### src/fch_pkg.sv
// fch_pkg: constants, codes and carriers for the parallel flash host controller.
// assumes a 250 MHz mclk and a byte-wide asynchronous flash on the far side.
package fch_pkg;

	// ----------------------------------------
	// clock and bus timing
	// ----------------------------------------
	localparam int CLK_PERIOD_NS = 4;
	localparam int T_SETUP_NS    = 20;
	localparam int T_WRPULSE_NS  = 40;
	// read pulse covers access time plus the two-flop input delay
	localparam int T_RDPULSE_NS  = 100;
	localparam int T_HOLD_NS     = 20;
	localparam int SETUP_CYC     = (T_SETUP_NS + CLK_PERIOD_NS - 1) / CLK_PERIOD_NS;
	localparam int WRPULSE_CYC   = (T_WRPULSE_NS + CLK_PERIOD_NS - 1) / CLK_PERIOD_NS;
	localparam int RDPULSE_CYC   = (T_RDPULSE_NS + CLK_PERIOD_NS - 1) / CLK_PERIOD_NS;
	localparam int HOLD_CYC      = (T_HOLD_NS + CLK_PERIOD_NS - 1) / CLK_PERIOD_NS;

	// ----------------------------------------
	// widths
	// ----------------------------------------
	localparam int ADDR_W  = 20;
	localparam int DATA_W  = 8;
	localparam int PADDR_W = 12;
	localparam int CNT_W   = 8;

	// ----------------------------------------
	// register map and fields
	// ----------------------------------------
	localparam logic [PADDR_W-1:0] REG_CMD    = 12'h000;
	localparam logic [PADDR_W-1:0] REG_ADDR   = 12'h004;
	localparam logic [PADDR_W-1:0] REG_WDATA  = 12'h008;
	localparam logic [PADDR_W-1:0] REG_STATUS = 12'h00C;
	localparam int CMD_OP_LSB      = 0;
	localparam int CMD_OP_W        = 4;
	localparam int CMD_DEFER_BIT   = 4;
	localparam int STAT_BUSY_BIT   = 0;
	localparam int STAT_DONE_BIT   = 1;
	localparam int STAT_FAIL_BIT   = 2;
	localparam int STAT_READY_BIT  = 3;
	localparam int STAT_RDATA_LSB  = 8;
	localparam logic [ADDR_W-1:0] ADDR_RST  = 20'h0_0000;
	localparam logic [DATA_W-1:0] DATA_RST  = 8'h00;
	localparam logic [31:0]       WORD_ZERO = 32'h0000_0000;

	// ----------------------------------------
	// flash command codes and status bits
	// ----------------------------------------
	localparam logic [DATA_W-1:0] CODE_UNLOCK1     = 8'hAA;
	localparam logic [DATA_W-1:0] CODE_UNLOCK2     = 8'h55;
	localparam logic [DATA_W-1:0] CODE_AUTOSEL     = 8'h90;
	localparam logic [DATA_W-1:0] CODE_PROGRAM     = 8'hA0;
	localparam logic [DATA_W-1:0] CODE_UB_ENTER    = 8'h20;
	localparam logic [DATA_W-1:0] CODE_UB_EXIT1    = 8'h90;
	localparam logic [DATA_W-1:0] CODE_UB_EXIT2    = 8'h00;
	localparam logic [DATA_W-1:0] CODE_ERASE_SETUP = 8'h80;
	localparam logic [DATA_W-1:0] CODE_CHIP_ERASE  = 8'h10;
	localparam logic [DATA_W-1:0] CODE_SECT_ERASE  = 8'h30;
	localparam logic [DATA_W-1:0] CODE_SUSPEND     = 8'hB0;
	localparam logic [DATA_W-1:0] CODE_RESUME      = 8'h30;
	localparam logic [DATA_W-1:0] CODE_RESET       = 8'hF0;
	localparam int POLL_STATUS_BIT   = 7;
	localparam int TIMEOUT_FAIL_BIT  = 5;

	typedef enum logic [CMD_OP_W-1:0] {
		OP_READ       = 4'h0,
		OP_RESET      = 4'h1,
		OP_AUTOSEL    = 4'h2,
		OP_PROG       = 4'h3,
		OP_UB_ENTER   = 4'h4,
		OP_UB_PROG    = 4'h5,
		OP_UB_EXIT    = 4'h6,
		OP_CHIP_ERASE = 4'h7,
		OP_SECT_ERASE = 4'h8,
		OP_SECT_ADD   = 4'h9,
		OP_SUSPEND    = 4'hA,
		OP_RESUME     = 4'hB,
		OP_POLL_ERASE = 4'hC
	} fch_op_t;
	localparam logic [CMD_OP_W-1:0] OP_LAST = 4'hC;

	// ----------------------------------------
	// carriers
	// ----------------------------------------
	typedef struct packed {
		logic              ce_n;
		logic              we_n;
		logic              oe_n;
		logic [ADDR_W-1:0] addr;
		logic [DATA_W-1:0] dq_o;
		logic              dq_oe;
	} fch_pins_t;

	typedef struct packed {
		logic              last;
		logic              is_read;
		logic              use_addr;
		logic [DATA_W-1:0] data;
	} fch_step_t;

endpackage : fch_pkg

### src/fch_host_ctrl.sv
// fch_host_ctrl: apb-programmed host that issues command sequences to a
// parallel nor flash and follows its write status by data polling.
// assumes an external pull-up on the ready/busy line and a single flash.
//
// Function
// array read is one plain read cycle, no command writes.
// reset op writes F0 once, to leave autoselect or a failure.
// timeout flag high while still busy: host writes reset.
// autoselect writes AA, 55, 90, then reads at the offset.
// autoselect read at sector offset 02 gives 00h or 01h.
// program is AA, 55, A0, then address with data.
// address and data stable across the whole strobe pulse.
// AA, 55, 20 enters unlock bypass; bypass program is A0, data.
// leaving unlock bypass writes 90 then 00.
// sector erase is AA, 55, 80, AA, 55, 30 at sector address.
// suspend writes B0; honoured only during sector erase.
// resume writes 30; accepted only while suspended.
// reads, programs, autoselect allowed while erase is suspended.
// unlock and command cycles drive a fixed address.
// program polling compares bit 7 with written bit 7.
// protected program target: brief busy polling, then array reads.
// erase polling waits for bit 7 to read one.
// all-protected erase: busy polling about 100 us, then array reads.
// after bit 7 turns true, a further read fetches valid data.
// polling starts right after the last write.
// ready/busy low while programming or erasing, else high.
// ready/busy is open drain; only sampled here.
// chip erase is AA, 55, 80, AA, 55, 10.
// more sectors may be added within 50 us before erase starts.
// an unexpected code abandons a partial sequence.
//
// Implementation choices: the register addresses and the APB register port.
module fch_host_ctrl
	import fch_pkg::*;
(
	input  wire logic               mclk,
	input  wire logic               rst_n,
	input  wire logic               psel,
	input  wire logic               penable,
	input  wire logic               pwrite,
	input  wire logic [PADDR_W-1:0] paddr,
	input  wire logic [31:0]        pwdata,
	output logic      [31:0]        prdata,
	output logic                    pready,
	output logic                    pslverr,
	output fch_pins_t               flash_o,
	input  wire logic [DATA_W-1:0]  dq_i,
	input  wire logic               ready_busy_n
);
	// ----------------------------------------
	// sequence table
	// ----------------------------------------
	function automatic fch_step_t seq_step(fch_op_t op, logic [2:0] idx,
		logic [DATA_W-1:0] wd);
		fch_step_t s;
		s = '{last: 1'b0, is_read: 1'b0, use_addr: 1'b0, data: CODE_UNLOCK1};
		if (idx == 3'd1 || idx == 3'd4)
			s.data = CODE_UNLOCK2;
		unique case (op)
			OP_READ, OP_POLL_ERASE: begin
				s.is_read  = 1'b1;
				s.use_addr = 1'b1;
				s.last     = 1'b1;
			end
			OP_RESET: begin
				s.data = CODE_RESET;
				s.last = 1'b1;
			end
			OP_AUTOSEL: begin
				if (idx == 3'd2)
					s.data = CODE_AUTOSEL;
				if (idx == 3'd3) begin
					s.is_read  = 1'b1;
					s.use_addr = 1'b1;
					s.last     = 1'b1;
				end
			end
			OP_PROG: begin
				if (idx == 3'd2)
					s.data = CODE_PROGRAM;
				if (idx == 3'd3) begin
					s.data     = wd;
					s.use_addr = 1'b1;
					s.last     = 1'b1;
				end
			end
			OP_UB_ENTER: begin
				if (idx == 3'd2) begin
					s.data = CODE_UB_ENTER;
					s.last = 1'b1;
				end
			end
			OP_UB_PROG: begin
				s.data = CODE_PROGRAM;
				if (idx == 3'd1) begin
					s.data     = wd;
					s.use_addr = 1'b1;
					s.last     = 1'b1;
				end
			end
			OP_UB_EXIT: begin
				s.data = (idx == 3'd0) ? CODE_UB_EXIT1 : CODE_UB_EXIT2;
				s.last = (idx == 3'd1);
			end
			OP_CHIP_ERASE, OP_SECT_ERASE: begin
				if (idx == 3'd2)
					s.data = CODE_ERASE_SETUP;
				if (idx == 3'd5) begin
					s.data     = (op == OP_SECT_ERASE) ? CODE_SECT_ERASE : CODE_CHIP_ERASE;
					s.use_addr = (op == OP_SECT_ERASE);
					s.last     = 1'b1;
				end
			end
			OP_SECT_ADD: begin
				s.data     = CODE_SECT_ERASE;
				s.use_addr = 1'b1;
				s.last     = 1'b1;
			end
			OP_SUSPEND: begin
				s.data = CODE_SUSPEND;
				s.last = 1'b1;
			end
			OP_RESUME: begin
				s.data = CODE_RESUME;
				s.last = 1'b1;
			end
			default: begin
				s.data = CODE_RESET;
				s.last = 1'b1;
			end
		endcase
		return s;
	endfunction : seq_step

	function automatic logic op_polls(fch_op_t op, logic defer);
		return (op == OP_PROG) || (op == OP_UB_PROG) || (op == OP_CHIP_ERASE) ||
			(op == OP_POLL_ERASE) || (op == OP_SECT_ERASE && !defer);
	endfunction : op_polls

	// ----------------------------------------
	// state
	// ----------------------------------------
	typedef enum logic [8:0] {
		S_IDLE  = 9'b0_0000_0001,
		S_SEQ   = 9'b0_0000_0010,
		S_SEQW  = 9'b0_0000_0100,
		S_POLL  = 9'b0_0000_1000,
		S_POLLW = 9'b0_0001_0000,
		S_FIN   = 9'b0_0010_0000,
		S_FINW  = 9'b0_0100_0000,
		S_ABT   = 9'b0_1000_0000,
		S_ABTW  = 9'b1_0000_0000
	} fch_state_t;

	fch_state_t        state_ff;
	fch_state_t        nxt_state;
	fch_op_t           op_ff;
	logic              defer_ff;
	logic [ADDR_W-1:0] addr_ff;
	logic [DATA_W-1:0] wdata_ff;
	logic [DATA_W-1:0] rdata_ff;
	logic [2:0]        idx_ff;
	logic              recheck_ff;
	logic              done_ff;
	logic              fail_ff;
	logic [31:0]       prdata_ff;
	logic              pready_ff;
	logic              pslverr_ff;

	logic [DATA_W:0]   sync_q;
	logic              eng_done;
	logic [DATA_W-1:0] eng_rdata;

	// ----------------------------------------
	// pin synchronisers and bus cycle engine
	// ----------------------------------------
	// ready/busy only sampled: wired-and line with a pull-up
	fch_sync #(.W(DATA_W + 1)) u_sync (
		.mclk  (mclk),
		.rst_n (rst_n),
		.d     ({ready_busy_n, dq_i}),
		.q     (sync_q)
	);

	wire [DATA_W-1:0] dq_sync  = sync_q[DATA_W-1:0];
	wire              rdy_sync = sync_q[DATA_W];
	wire fch_step_t   step     = seq_step(op_ff, idx_ff, wdata_ff);

	wire poll_exp  = (op_ff == OP_PROG || op_ff == OP_UB_PROG) ?
		wdata_ff[POLL_STATUS_BIT] : 1'b1;
	wire poll_hit  = (eng_rdata[POLL_STATUS_BIT] == poll_exp);
	wire eng_req   = (state_ff == S_SEQ) || (state_ff == S_POLL) ||
		(state_ff == S_FIN) || (state_ff == S_ABT);
	wire eng_rd    = (state_ff == S_SEQ) ? step.is_read : (state_ff != S_ABT);
	wire use_addr  = (state_ff == S_SEQ) ? step.use_addr : (state_ff != S_ABT);
	wire [ADDR_W-1:0] eng_addr = use_addr ? addr_ff : ADDR_RST;
	wire [DATA_W-1:0] eng_data = (state_ff == S_ABT) ? CODE_RESET : step.data;

	fch_bus_cycle u_cycle (
		.mclk    (mclk),
		.rst_n   (rst_n),
		.req     (eng_req),
		.is_read (eng_rd),
		.addr    (eng_addr),
		.data    (eng_data),
		.dq_sync (dq_sync),
		.pins    (flash_o),
		.done    (eng_done),
		.rdata   (eng_rdata)
	);

	// ----------------------------------------
	// apb decode
	// ----------------------------------------
	wire apb_setup  = psel & ~penable;
	wire apb_access = psel & penable & pready_ff;
	wire apb_wr     = apb_access & pwrite;
	wire addr_hit   = (paddr == REG_CMD) || (paddr == REG_ADDR) ||
		(paddr == REG_WDATA) || (paddr == REG_STATUS);
	wire idle       = (state_ff == S_IDLE);
	wire op_legal   = (pwdata[CMD_OP_LSB +: CMD_OP_W] <= OP_LAST);
	// commands while busy dropped: a sequence is never cut
	wire start      = apb_wr && paddr == REG_CMD && idle && op_legal;
	wire stat_wr    = apb_wr && paddr == REG_STATUS;

	wire [31:0] status_word = {16'h0000, rdata_ff, 4'h0, rdy_sync,
		fail_ff, done_ff, ~idle};
	wire [31:0] rd_mux =
		(paddr == REG_CMD)    ? {27'h000_0000, defer_ff, op_ff} :
		(paddr == REG_ADDR)   ? {12'h000, addr_ff} :
		(paddr == REG_WDATA)  ? {24'h00_0000, wdata_ff} :
		(paddr == REG_STATUS) ? status_word : WORD_ZERO;

	// sticky flags: set beats clear
	wire set_done = (state_ff == S_SEQW && eng_done && step.last &&
		!op_polls(op_ff, defer_ff)) ||
		((state_ff == S_FINW || state_ff == S_ABTW) && eng_done);
	wire set_fail = (state_ff == S_ABTW) && eng_done;
	wire nxt_done = set_done | (done_ff & ~(stat_wr & pwdata[STAT_DONE_BIT]));
	wire nxt_fail = set_fail | (fail_ff & ~(stat_wr & pwdata[STAT_FAIL_BIT]));

	// ----------------------------------------
	// sequencer
	// ----------------------------------------
	// no host-side poll timeout: protected targets end busy on their own
	always_comb begin
		nxt_state = state_ff;
		unique case (state_ff)
			S_IDLE:  if (start) nxt_state = S_SEQ;
			S_SEQ:   nxt_state = S_SEQW;
			S_SEQW:  if (eng_done) begin
				if (!step.last)
					nxt_state = S_SEQ;
				else if (op_polls(op_ff, defer_ff))
					nxt_state = S_POLL;
				else
					nxt_state = S_IDLE;
			end
			S_POLL:  nxt_state = S_POLLW;
			S_POLLW: if (eng_done) begin
				if (poll_hit)
					nxt_state = S_FIN;
				else if (recheck_ff)
					nxt_state = S_ABT;
				else
					nxt_state = S_POLL;
			end
			S_FIN:   nxt_state = S_FINW;
			S_FINW:  if (eng_done) nxt_state = S_IDLE;
			S_ABT:   nxt_state = S_ABTW;
			S_ABTW:  if (eng_done) nxt_state = S_IDLE;
		endcase
	end

	always_ff @(posedge mclk or negedge rst_n) begin
		if (!rst_n)
			state_ff <= S_IDLE;
		else
			state_ff <= nxt_state;
	end

	always_ff @(posedge mclk or negedge rst_n) begin
		if (!rst_n) begin
			idx_ff     <= 3'd0;
			recheck_ff <= 1'b0;
			rdata_ff   <= DATA_RST;
		end else begin
			if (start) begin
				idx_ff     <= 3'd0;
				recheck_ff <= 1'b0;
			end
			if (state_ff == S_SEQW && eng_done) begin
				idx_ff <= idx_ff + 3'd1;
				if (step.is_read)
					rdata_ff <= eng_rdata;
			end
			// recheck once: bit 7 may turn true with the timeout flag
			if (state_ff == S_POLLW && eng_done)
				recheck_ff <= eng_rdata[TIMEOUT_FAIL_BIT];
			if (state_ff == S_FINW && eng_done)
				rdata_ff <= eng_rdata;
		end
	end

	// ----------------------------------------
	// registers
	// ----------------------------------------
	always_ff @(posedge mclk or negedge rst_n) begin
		if (!rst_n) begin
			op_ff    <= OP_READ;
			defer_ff <= 1'b0;
			addr_ff  <= ADDR_RST;
			wdata_ff <= DATA_RST;
		end else if (apb_wr && idle) begin
			if (start) begin
				op_ff    <= fch_op_t'(pwdata[CMD_OP_LSB +: CMD_OP_W]);
				defer_ff <= pwdata[CMD_DEFER_BIT];
			end
			if (paddr == REG_ADDR)
				addr_ff <= pwdata[ADDR_W-1:0];
			if (paddr == REG_WDATA)
				wdata_ff <= pwdata[DATA_W-1:0];
		end
	end

	always_ff @(posedge mclk or negedge rst_n) begin
		if (!rst_n) begin
			done_ff    <= 1'b0;
			fail_ff    <= 1'b0;
			prdata_ff  <= WORD_ZERO;
			pready_ff  <= 1'b0;
			pslverr_ff <= 1'b0;
		end else begin
			done_ff    <= nxt_done;
			fail_ff    <= nxt_fail;
			pready_ff  <= apb_setup;
			pslverr_ff <= apb_setup & ~addr_hit;
			prdata_ff  <= (apb_setup & ~pwrite) ? rd_mux : WORD_ZERO;
		end
	end

	assign prdata  = prdata_ff;
	assign pready  = pready_ff;
	assign pslverr = pslverr_ff;
endmodule : fch_host_ctrl

### src/fch_sync.sv
// fch_sync: two-flop synchroniser for pin inputs.
// assumes each bit is an independent level; no multi-bit coherence.
module fch_sync #(
	parameter int W = 1
) (
	input  wire logic         mclk,
	input  wire logic         rst_n,
	input  wire logic [W-1:0] d,
	output logic      [W-1:0] q
);
	logic [W-1:0] meta_ff;
	logic [W-1:0] q_ff;

	always_ff @(posedge mclk or negedge rst_n) begin
		if (!rst_n) begin
			meta_ff <= '0;
			q_ff    <= '0;
		end else begin
			meta_ff <= d;
			q_ff    <= meta_ff;
		end
	end

	assign q = q_ff;
endmodule : fch_sync

### src/fch_bus_cycle.sv
// fch_bus_cycle: one read or write cycle on the flash pins.
// assumes dq_sync is the two-flop copy of the data pins.
module fch_bus_cycle
	import fch_pkg::*;
#(
	parameter int SETUP_N   = SETUP_CYC,
	parameter int WRPULSE_N = WRPULSE_CYC,
	parameter int RDPULSE_N = RDPULSE_CYC,
	parameter int HOLD_N    = HOLD_CYC
) (
	input  wire logic              mclk,
	input  wire logic              rst_n,
	input  wire logic              req,
	input  wire logic              is_read,
	input  wire logic [ADDR_W-1:0] addr,
	input  wire logic [DATA_W-1:0] data,
	input  wire logic [DATA_W-1:0] dq_sync,
	output fch_pins_t              pins,
	output logic                   done,
	output logic      [DATA_W-1:0] rdata
);
	typedef enum logic [3:0] {
		PH_IDLE  = 4'b0001,
		PH_SETUP = 4'b0010,
		PH_PULSE = 4'b0100,
		PH_HOLD  = 4'b1000
	} fch_phase_t;

	fch_phase_t        ph_ff;
	logic              rd_ff;
	logic [CNT_W-1:0]  cnt_ff;
	fch_pins_t         pins_ff;
	logic              done_ff;
	logic [DATA_W-1:0] rdata_ff;

	wire [CNT_W-1:0] pulse_end = rd_ff ? CNT_W'(RDPULSE_N - 1) : CNT_W'(WRPULSE_N - 1);
	wire             setup_end = (cnt_ff == CNT_W'(SETUP_N - 1));
	wire             pulse_last = (cnt_ff == pulse_end);
	wire             hold_end  = (cnt_ff == CNT_W'(HOLD_N - 1));

	// addr and data held from setup to hold: both latch edges see them
	always_ff @(posedge mclk or negedge rst_n) begin
		if (!rst_n) begin
			ph_ff    <= PH_IDLE;
			rd_ff    <= 1'b0;
			cnt_ff   <= '0;
			pins_ff  <= '{ce_n: 1'b1, we_n: 1'b1, oe_n: 1'b1, addr: ADDR_RST,
				dq_o: DATA_RST, dq_oe: 1'b0};
			done_ff  <= 1'b0;
			rdata_ff <= DATA_RST;
		end else begin
			done_ff <= 1'b0;
			cnt_ff  <= cnt_ff + CNT_W'(1);
			unique case (ph_ff)
				PH_IDLE: if (req) begin
					ph_ff         <= PH_SETUP;
					rd_ff         <= is_read;
					cnt_ff        <= '0;
					pins_ff.addr  <= addr;
					pins_ff.dq_o  <= data;
					pins_ff.dq_oe <= ~is_read;
				end
				PH_SETUP: if (setup_end) begin
					ph_ff        <= PH_PULSE;
					cnt_ff       <= '0;
					pins_ff.ce_n <= 1'b0;
					pins_ff.we_n <= rd_ff;
					pins_ff.oe_n <= ~rd_ff;
				end
				PH_PULSE: if (pulse_last) begin
					ph_ff        <= PH_HOLD;
					cnt_ff       <= '0;
					pins_ff.ce_n <= 1'b1;
					pins_ff.we_n <= 1'b1;
					pins_ff.oe_n <= 1'b1;
					if (rd_ff)
						rdata_ff <= dq_sync;
				end
				PH_HOLD: if (hold_end) begin
					ph_ff         <= PH_IDLE;
					pins_ff.dq_oe <= 1'b0;
					done_ff       <= 1'b1;
				end
			endcase
		end
	end

	assign pins  = pins_ff;
	assign done  = done_ff;
	assign rdata = rdata_ff;
endmodule : fch_bus_cycle

### config.mk
export PLATFORM = sky130hd
export DESIGN_NAME = fch_host_ctrl
export DESIGN_NICKNAME = d
export VERILOG_FILES = /design/src/fch_pkg.sv /design/src/fch_host_ctrl.sv /design/src/fch_sync.sv /design/src/fch_bus_cycle.sv
export SDC_FILE = /design/constraint.sdc
export NUM_CORES = 1
export LEC_CHECK = 0
export BUFFER_PORTS_ARGS = -buffer_cell sky130_fd_sc_hd__clkbuf_2
export CAP_MARGIN = 5
export CORE_UTILIZATION = 45
export DETAILED_ROUTE_END_ITERATION = 6
export PLACE_DENSITY = 0.78
export SLEW_MARGIN = 5
export SYNTH_ARGS = -nofsm -noshare
export SYNTH_HDL_FRONTEND = slang
export SYNTH_SLANG_ARGS = --single-unit
### constraint.sdc
create_clock -name mclk -period 2.5 [get_ports mclk]
set_clock_uncertainty 0.05 [all_clocks]
set_input_delay 0.25 -clock mclk [delete_from_list [all_inputs] [get_ports mclk]]
set_output_delay 0.25 -clock mclk [all_outputs]
set_load 0.02 [all_outputs]
==> results of run 1 <==
==> where the power goes <==
part | switching [mW] | internal (mW)
sequential | 0.217 | 2.65
clock | 1.12 | 1.37
combinational | 0.771 | 0.543
total | 2.11 | 4.57
==> timing repair <==
action / in CTS / in global routing
hold endpoints to repair: 47 / 0
endpoints found under the setup margin: 0 / 16
resized for setup: 0 / 1
setup buffers: 0 / 0
hold buffers: 11 / 0
==> logic make-up after synthesis <==
| family | share of synthesized area |
|---|---|
| multiplexers | 0.08761 |
| adder cells (fa/ha/maj) | 0.01451 |
| buffers and inverters | 0.04281 |
| flip-flops | 0.5451 |
| XOR/XNOR | 0.01651 |
| AO/OA/AOI/OAI | 0.1244 |
| other | 0.0005436 |
| AND/OR/NAND/NOR | 0.1685 |
==> cell type report <==
type	count	area [um^2]
multi-input cells	411	2912
clock inverters	13	127.6
inverters	21	78.83
well taps	184	230.2
flip-flops and latches	150	3760
clock buffers	19	452.9
fillers	1190	6231
repair buffers	155	962.2
==> metal layers <==
layer | up-vias | track usage
li1 | 2471 | -
met1 | 2705 | 0.2818
met2 | 189 | 0.3719
met3 | 33 | 0.05735
met4 | 0 | 0.09426
met5 | - | 0
==> worst paths after layout <==
path / depth (start not counted) / startpoint / endpoint
max in group asynchronous: 3 / rst_n / u_cycle.ph_ff[0]$_DFFE_PN1P_
worst max register to register: 7 / state_ff[5]$_DFFE_PN0P_ / u_cycle.pins[13]$_DFFE_PN0P_
min in group asynchronous: 2 / rst_n / u_cycle.pins[6]$_DFFE_PN0P_
worst min register to register: 0 / u_sync.meta_ff[7]$_DFF_PN0_ / u_sync.q[7]$_DFF_PN0_
worst min-delay path: 2 / pwdata[11] / addr_ff[11]$_DFFE_PN0P_
worst max-delay path: 7 / state_ff[5]$_DFFE_PN0P_ / u_cycle.pins[13]$_DFFE_PN0P_
==> layout by cell type, fill, tap and decap left out, drive strengths merged, types with 5 or more instances in the layout <==
master,count
inv,30
nor3,14
dlygate4sd3,11
buf,46
nor4,7
o21ai,21
a21oi,12
nand2b,14
nor2,56
conb,12
xnor2,6
dfrtp,145
xor2,7
nor2b,16
and3,10
nand2,32
a22o,22
nand4,6
nor4bb,6
nand3,13
mux2,49
dfstp,5
nand3b,6
clkbuf,117
nor3b,7
a22oi,13
ha,8
==> through the flow <==
stage | area, um^2 | cells
6_report | 8523 | 953
2_1_floorplan | 6943 | 625
3_5_place_dp | 7824 | 910
5_1_grt | 8523 | 953
4_1_cts | 8514 | 953
3_3_place_gp | 7824 | 910
==> registers in the layout, indices dropped and copies added, names as in the netlist <==
| register | cells |
|---|---|
| pslverr | 1 |
| idx_ff | 3 |
| pready | 1 |
| u_cycle.rd_ff | 1 |
| u_sync.meta_ff | 9 |
| rdata_ff | 8 |
| prdata | 20 |
| wdata_ff | 8 |
| op_ff | 4 |
| u_cycle.done | 1 |
| addr_ff | 20 |
| state_ff | 9 |
| u_cycle.rdata | 8 |
| u_cycle.ph_ff | 4 |
| u_sync.q | 9 |
| recheck_ff | 1 |
| defer_ff | 1 |
| fail_ff | 1 |
| done_ff | 1 |
| u_cycle.cnt_ff | 8 |
| u_cycle.pins | 32 |
==> metrics.txt, run 1 <==
outcome completed; met2 WL 8482 um; Distinct cells, synth 68; slowest stage delay, CP 0.61 ns; count of buffers from port buffering between 90 and 100; asr flop ratio synth 1.000; crit path max fanout 23; drt first pass iters 5; clk buf depth 2; Mapped Cells 614; Slew Limit Fails 0; TNS Setup 0 ns; max_cap viols 0; ranking of synthesized cells by area dfrtp_1 (53%), mux2_2 (8.0%), nor2_1 (3.0%); period utilisation layout 0.9589; CTS Sinks 150; fin crit period between 2 and 2.5 ns; CP startpoint kind register; Synth top area share 0.5260; GRT Overall Usage 0.2249; vias in the first global route 5502; cell repeated most along the worst path buf_4; required time worst endpoint 2.81 ns; worst min path class in -> reg; CTS buffer count 17; wire per inst around 18 um; uppermost layer routed met4; full die area 15830 um^2; Total Power 6.676 mW; clk_lat worst skew 0.42 ns; Seq/Total Area, Yosys 0.5451; ant diodes 0; die height between 100 and 150 um; Initial Utilization 0.4675; pre-CTS setup slack -0.06497 ns; Setup CP Type reg -> reg; CP Capture Type register; crit-path leading delay family simple AND/OR/NAND/NOR gates; final hold vios 0; initial antenna violation count 0; RSZ-0062 raised after global routing false; P_leak 4.251 nW; Net count, final slightly above 800; EDFF count, synth 0; overflow left after global routing 0; Post-Route WL 16950 um; WL met1 7165 um; IO Pins 124; Met3 Routed Length 920 um; H-tree depth 4; PwrDens 783.3 nW/um^2; worst-margin pin slew about 0.66 ns; Worst EP arrival 2.70 ns; # rows 44; first-pass GRT wire length 27640 um; commonest cells in the netlist dfrtp_1 (145), nor2_1 (56), mux2_2 (49); die width 125.8 um; post-synthesis register bit count 150; worst-path cell chain or4_1, nor4b_4, o21ai_2, buf_4, nor3_2, buf_4, a22o_1; final core occ 0.5777; Reg clk slew, reported paths 0.07 ns; Iter 0 DRT Violations approximately 450; VDD IR max about 0.00063 V; layout cells sized above 1 0.3160; setup slack after layout roughly 0.10 ns; # DRC 0; RePlAce Congestion 0.8871; detailed placement HPWL 12190 um; CTS Root Cell clkbuf_16; top-count cell post-synth dfrtp_1; Fmax 417.1 MHz; Final Hold Slack approximately 0.019 ns; prevailing post-synth register cell dfrtp_1; WP buf/inv 2; final setup vio count 0; Layout area overhead 23.56%; Post-Syn Area 6898 um^2; Slowest-stage cell, CP or4_1; area leader, netlist dfrtp_1; total number of yosys warnings 0; CTS tree built; total number of vias 5398; Avg Cell Area, Syn 11.23 um^2; largest net degree at the start of global routing 63; antenna-violating nets left 0; flop2flop setup slack 0.10 ns; vias per cell about 5.7; core area 14750 um^2; worst relative slew slack 0.5490
Power figures use the tool's default switching activity.
==> inputs of run 2 (changes only) <==
==> constraint.sdc (replaced) <==
create_clock -name mclk -period 2.1 [get_ports mclk]
set_clock_uncertainty 0.05 [all_clocks]
set_input_delay 0.21 -clock mclk [delete_from_list [all_inputs] [get_ports mclk]]
set_output_delay 0.21 -clock mclk [all_outputs]
set_load 0.02 [all_outputs]
==> run 2 against run 1 <==
- the run now ends with setup timing left
- routed wire length grew 7.5%
- combinational power grew 62%
- sequential share of layout area shrank 3.5 points
- critical endpoint is now u_cycle.pins[5]$_DFFE_PN0P_
- largest power group unchanged
- highest routed layer unchanged
==> metrics.txt, run 2 (same netlist as run 1, synthesis figures left out) <==
outcome finished with violations; failing checks setup timing; RSZ-0062 raised after global routing true; core area 14750 um^2; CTS Root Cell clkbuf_16; crit-path leading delay family simple AND/OR/NAND/NOR gates; # rows 44; CTS buffer count 17; layout cells sized above 1 0.3820; worst reg2reg path startpoint state_ff[7]$_DFFE_PN0P_; Largest register FFs 32; Final Hold Slack 0.02742 ns; CTS Sinks 150; TNS Setup -2.420 ns; IO Pins 124; total number of vias 5608; total stage count of the critical path 5; vias per cell 5.575; Total Power 8.567 mW; Fmax approximately 450 MHz; Net count, final approximately 880; required time worst endpoint 2.36 ns; GRT Overall Usage 0.2445; first-pass GRT wire length 30170 um; worst-path cell chain or4_4, nor4b_4, o21ai_4, or3_4, o31a_1; PwrDens 924.3 nW/um^2; wire per inst 18.10 um; final setup vio count 36; H-tree depth 4; setup slack after layout -0.1039 ns; Hold Crit Start psel; P_leak 4.573 nW; largest net degree at the start of global routing between 50 and 60; period utilisation layout 1.049; clk_lat worst skew 0.43 ns; max_cap viols 0; pre-CTS setup slack -0.3499 ns; Reg clk slew, reported paths 0.06 ns; worst min path class in -> reg; ant diodes 0; r2r worst-path depth 5; VDD IR max 0.0009733 V; die width 125.8 um; full die area approximately 16000 um^2; Slew Limit Fails 0; Slowest-stage cell, CP or4_4; worst relative slew slack 0.5990; initial antenna violation count 0; vias in the first global route 5930; detailed placement HPWL roughly 13000 um; Layout area overhead 34.37%; CTS tree built; Setup CP Type reg -> reg; Worst EP arrival 2.47 ns; final hold vios 0; WP buf/inv 0; most frequent cells in the layout dfrtp_1 (144), clkbuf_2 (98), buf_4 (69); worst hold endpoint pslverr$_DFF_PN0_; clk buf depth 2; crit path max fanout 5; drt first pass iters 5; antenna-violating nets left 0; overflow left after global routing 0; Initial Utilization 0.4675; # DRC 0; CP Capture Type register; WHS Path Cells 3; fin crit period 2.204 ns; RePlAce Congestion 0.8865; slowest stage delay, CP 0.56 ns; commonest non-fill, non-tap cell in the layout dfrtp_1; flop2flop setup slack -0.10 ns; RR Endpoint u_cycle.pins[5]$_DFFE_PN0P_; Iter 0 DRT Violations ~450; worst-margin pin slew 0.5959 ns; die height 125.8 um; CP startpoint kind register; Post-Route WL ~18000 um; count of buffers from port buffering 99
[run 2: final cells by class]
cell class	instances	area (um^2)
timing repair buffer	208	1500
multi-input combinational	411	3099
tap	184	230.2
sequential	150	3761
inverter	21	78.83
clock buffer	19	452.9
fill	1094	5485
clock inverter	13	146.4
[run 2: through the flow]
| step | instance area [um^2] | utilization | std cells |
|---|---|---|---|
| floorplan | 7048 | - | 625 |
| global route | 9269 | 0.6282 | 1006 |
| global placement | 8199 | 0.5557 | 944 |
| CTS | 9139 | 0.6194 | 1003 |
| detailed placement | 8199 | 0.5557 | 944 |
| finish | 9269 | 0.6282 | 1006 |
[run 2: worst max path at each step]
stage / from / end
after detailed placement: paddr[1] / state_ff[4]$_DFFE_PN0P_
after global routing: state_ff[7]$_DFFE_PN0P_ / u_cycle.pins[10]$_DFFE_PN0P_
after global placement: paddr[1] / state_ff[4]$_DFFE_PN0P_
after CTS: state_ff[7]$_DFFE_PN0P_ / u_cycle.pins[10]$_DFFE_PN0P_
after floorplan: paddr[1] / op_ff[0]$_DFFE_PN0P_
final: state_ff[7]$_DFFE_PN0P_ / u_cycle.pins[5]$_DFFE_PN0P_
[run 2: power by group]
part / total [mW] / internal [mW] / switching, mW / leakage [nW]
Sequential: 3.35 / 3.16 / 0.192 / 1.97
Combinational: 2.12 / 0.987 / 1.13 / 2.32
Clock: 3.10 / 1.83 / 1.27 / 0.284
[run 2: repair_timing]
item / in CTS / in global routing
pin swaps: 11 / 7
gates resized for setup: 11 / 28
hold buffers: 25 / 0
hold endpoints to repair: 82 / 0
gates cloned: 0 / 1
setup endpoints to repair: 56 / 90
buffers inserted: 2 / 2
[run 2: worst register-to-register path, delay by kind of cell, from the launching register on]
| family | cells | cell delay (ns) |
|---|---|---|
| and+or+nand+nor | 3 | 1.28 |
| DFF | 1 | 0.38 |
| AOI/OAI and AO/OA | 2 | 0.37 |
[run 2: layer usage]
layer  GRT usage  up-vias  share of wire
li1            -     2585              -
met4      0.1091        0          0.028
met1      0.3036     2780           0.42
met5           0        -              0
met2      0.4114      197           0.50
met3     0.05310       46          0.043
==> inputs of run 3 (changes only) <==
--- a/config.mk
+++ b/config.mk
@@ -5,7 +5,7 @@
 export SDC_FILE = /design/constraint.sdc
 export NUM_CORES = 1
 export LEC_CHECK = 0
-export BUFFER_PORTS_ARGS = -buffer_cell sky130_fd_sc_hd__clkbuf_2
+export BUFFER_PORTS_ARGS = -buffer_cell sky130_fd_sc_hd__buf_2
 export CAP_MARGIN = 5
 export CORE_UTILIZATION = 45
 export DETAILED_ROUTE_END_ITERATION = 6
==> run 3 against run 2 <==
- the flow still finishes with violations (setup timing)
- first-iteration DRC count fell by 25%
- cell area barely moved
- via count rose by 1.1%
- clock-buffer cell count rose by 2
- sequential share of layout area barely moved
- global-route usage fell by 0.83 points
- power fell by 1.7%
- largest cell class unchanged
- clock power fell by 5%
- core utilization barely moved
- combinational power barely moved
- final cell count rose by 0.50%
- die area did not move
==> metrics.txt, run 3 (same netlist as run 1, synthesis figures left out) <==
outcome finished with violations; failing checks setup timing; full die area about 16000 um^2; WP buf/inv 0; fin crit period 2.196 ns; overflow left after global routing 0; CTS tree built; Reg clk slew, reported paths roughly 0.060 ns; IO Pins 124; period utilisation layout 1.046; worst hold endpoint pready$_DFF_PN0_; slowest stage delay, CP roughly 0.55 ns; Hold Crit Start psel; detailed placement HPWL ~13000 um; count of buffers from port buffering 99; Initial Utilization 0.4675; GRT Overall Usage 0.2362; Fmax 455.5 MHz; final setup vio count 35; clk buf depth 2; Layout area overhead 34.46%; Largest register FFs 32; placed cell area 8257 um^2; most frequent cells in the layout dfrtp_1 (145), buf_2 (98), buf_4 (78); largest net degree at the start of global routing 64; core area about 15000 um^2; layout cells sized above 1 0.3833; vias per cell about 5.6; RePlAce Congestion 0.8766; crit-path leading delay family simple AND/OR/NAND/NOR gates; post-route cell area 9275 um^2; Worst EP arrival 2.45 ns; setup slack after layout -0.09559 ns; CP Capture Type register; # rows 44; WHS Path Cells 3; final hold vios 0; PwrDens slightly above 900 nW/um^2; VDD IR max about 0.00072 V; die height 125.8 um; antenna-violating nets left 0; Post-Route WL 18120 um; RR Endpoint u_cycle.pins[5]$_DFFE_PN0P_; TNS Setup -1.449 ns; clk_lat worst skew ~0.42 ns; total number of vias 5671; Slew Limit Fails 0; CP startpoint kind register; Net count, final 880; CTS Root Cell clkbuf_16; crit path max fanout 5; vias in the first global route 5886; initial antenna violation count 0; H-tree depth 4; die width 125.8 um; required time worst endpoint 2.35 ns; worst reg2reg path startpoint state_ff[6]$_DFFE_PN0P_; worst min path class in -> reg; Final Hold Slack 0.04401 ns; worst-margin pin slew approximately 0.71 ns; flop2flop setup slack -0.1 ns; Slowest-stage cell, CP or4_4; worst relative slew slack 0.5221; ant diodes 0; max_cap viols 0; CTS Sinks 150; first-pass GRT wire length 29460 um; P_leak 4.609 nW; RSZ-0062 raised after global routing true; total stage count of the critical path 5; worst-path cell chain or4_4, nor4b_4, o21ai_4, or3_4, o31a_1; r2r worst-path depth 5; Setup CP Type reg -> reg; CTS buffer count 17; wire per inst 17.93 um; drt first pass iters 5; Iter 0 DRT Violations 336; commonest non-fill, non-tap cell in the layout dfrtp_1; # DRC 0
## run 3: changes by cell type in the layout (fill, tap and decap cells not counted), moves of 4 or more
| cell | change |
|---|---|
| buf_4 | +9 |
| clkbuf_2 | -98 |
| buf_6 | -4 |
| buf_2 | +98 |
## run 3: metrics by stage
step	worst slack (ns)	util	power, mW	instances
after floorplan	-0.1729	-	4.499	625
after global placement	-0.2898	0.5596	5.208	950
after detailed placement	-0.3581	0.5596	5.293	950
after CTS	-0.1140	0.6228	8.375	1010
after global routing	-0.1592	0.6286	8.799	1011
final	-0.09559	0.6286	8.423	1011
## run 3: final cells by class
type / count / area [um^2]
clock buffers: 21 / 470.5
inverters: 21 / 78.83
repair buffers: 213 / 1523
clock inverters: 11 / 113.9
flip-flops and latches: 150 / 3760
well taps: 184 / 230.2
fillers: 1110 / 5479
multi-input cells: 411 / 3099
## run 3: worst max-delay path by stage
| stage | start | to |
|---|---|---|
| after global placement | paddr[1] | op_ff[3]$_DFFE_PN0P_ |
| after floorplan | paddr[1] | op_ff[0]$_DFFE_PN0P_ |
| final | state_ff[6]$_DFFE_PN0P_ | u_cycle.pins[5]$_DFFE_PN0P_ |
| after CTS | state_ff[6]$_DFFE_PN0P_ | u_cycle.pins[5]$_DFFE_PN0P_ |
| after global routing | state_ff[6]$_DFFE_PN0P_ | u_cycle.pins[5]$_DFFE_PN0P_ |
| after detailed placement | paddr[1] | op_ff[3]$_DFFE_PN0P_ |
## run 3: power breakdown
group,internal (mW),switching [mW],total [mW]
sequential,3.16,0.186,3.34
combinational,0.972,1.15,2.12
clock,1.75,1.21,2.95
total,5.88,2.54,8.42
## run 3: worst min-delay path: cells and delay by family
family                 cells  cell delay, ns
buffers and inverters      2            0.17
AND/OR/NAND/NOR            1            0.09
## run 3: per-layer routing
metal / global-route usage / vias up / share of wire
met4: 0.08292 / 0 / 0.020
met5: 0 / - / 0
met3: 0.03781 / 29 / 0.037
li1: - / 2599 / -
met2: 0.4232 / 188 / 0.52
met1: 0.2888 / 2855 / 0.42
## run 3: timing repair
item,CTS,global route
endpoints found under the setup margin,56,87
hold buffers,25,0
hold endpoints to repair,82,0
setup buffers,4,1
gates cloned,0,0
resized for setup,14,18
pin swaps,15,7
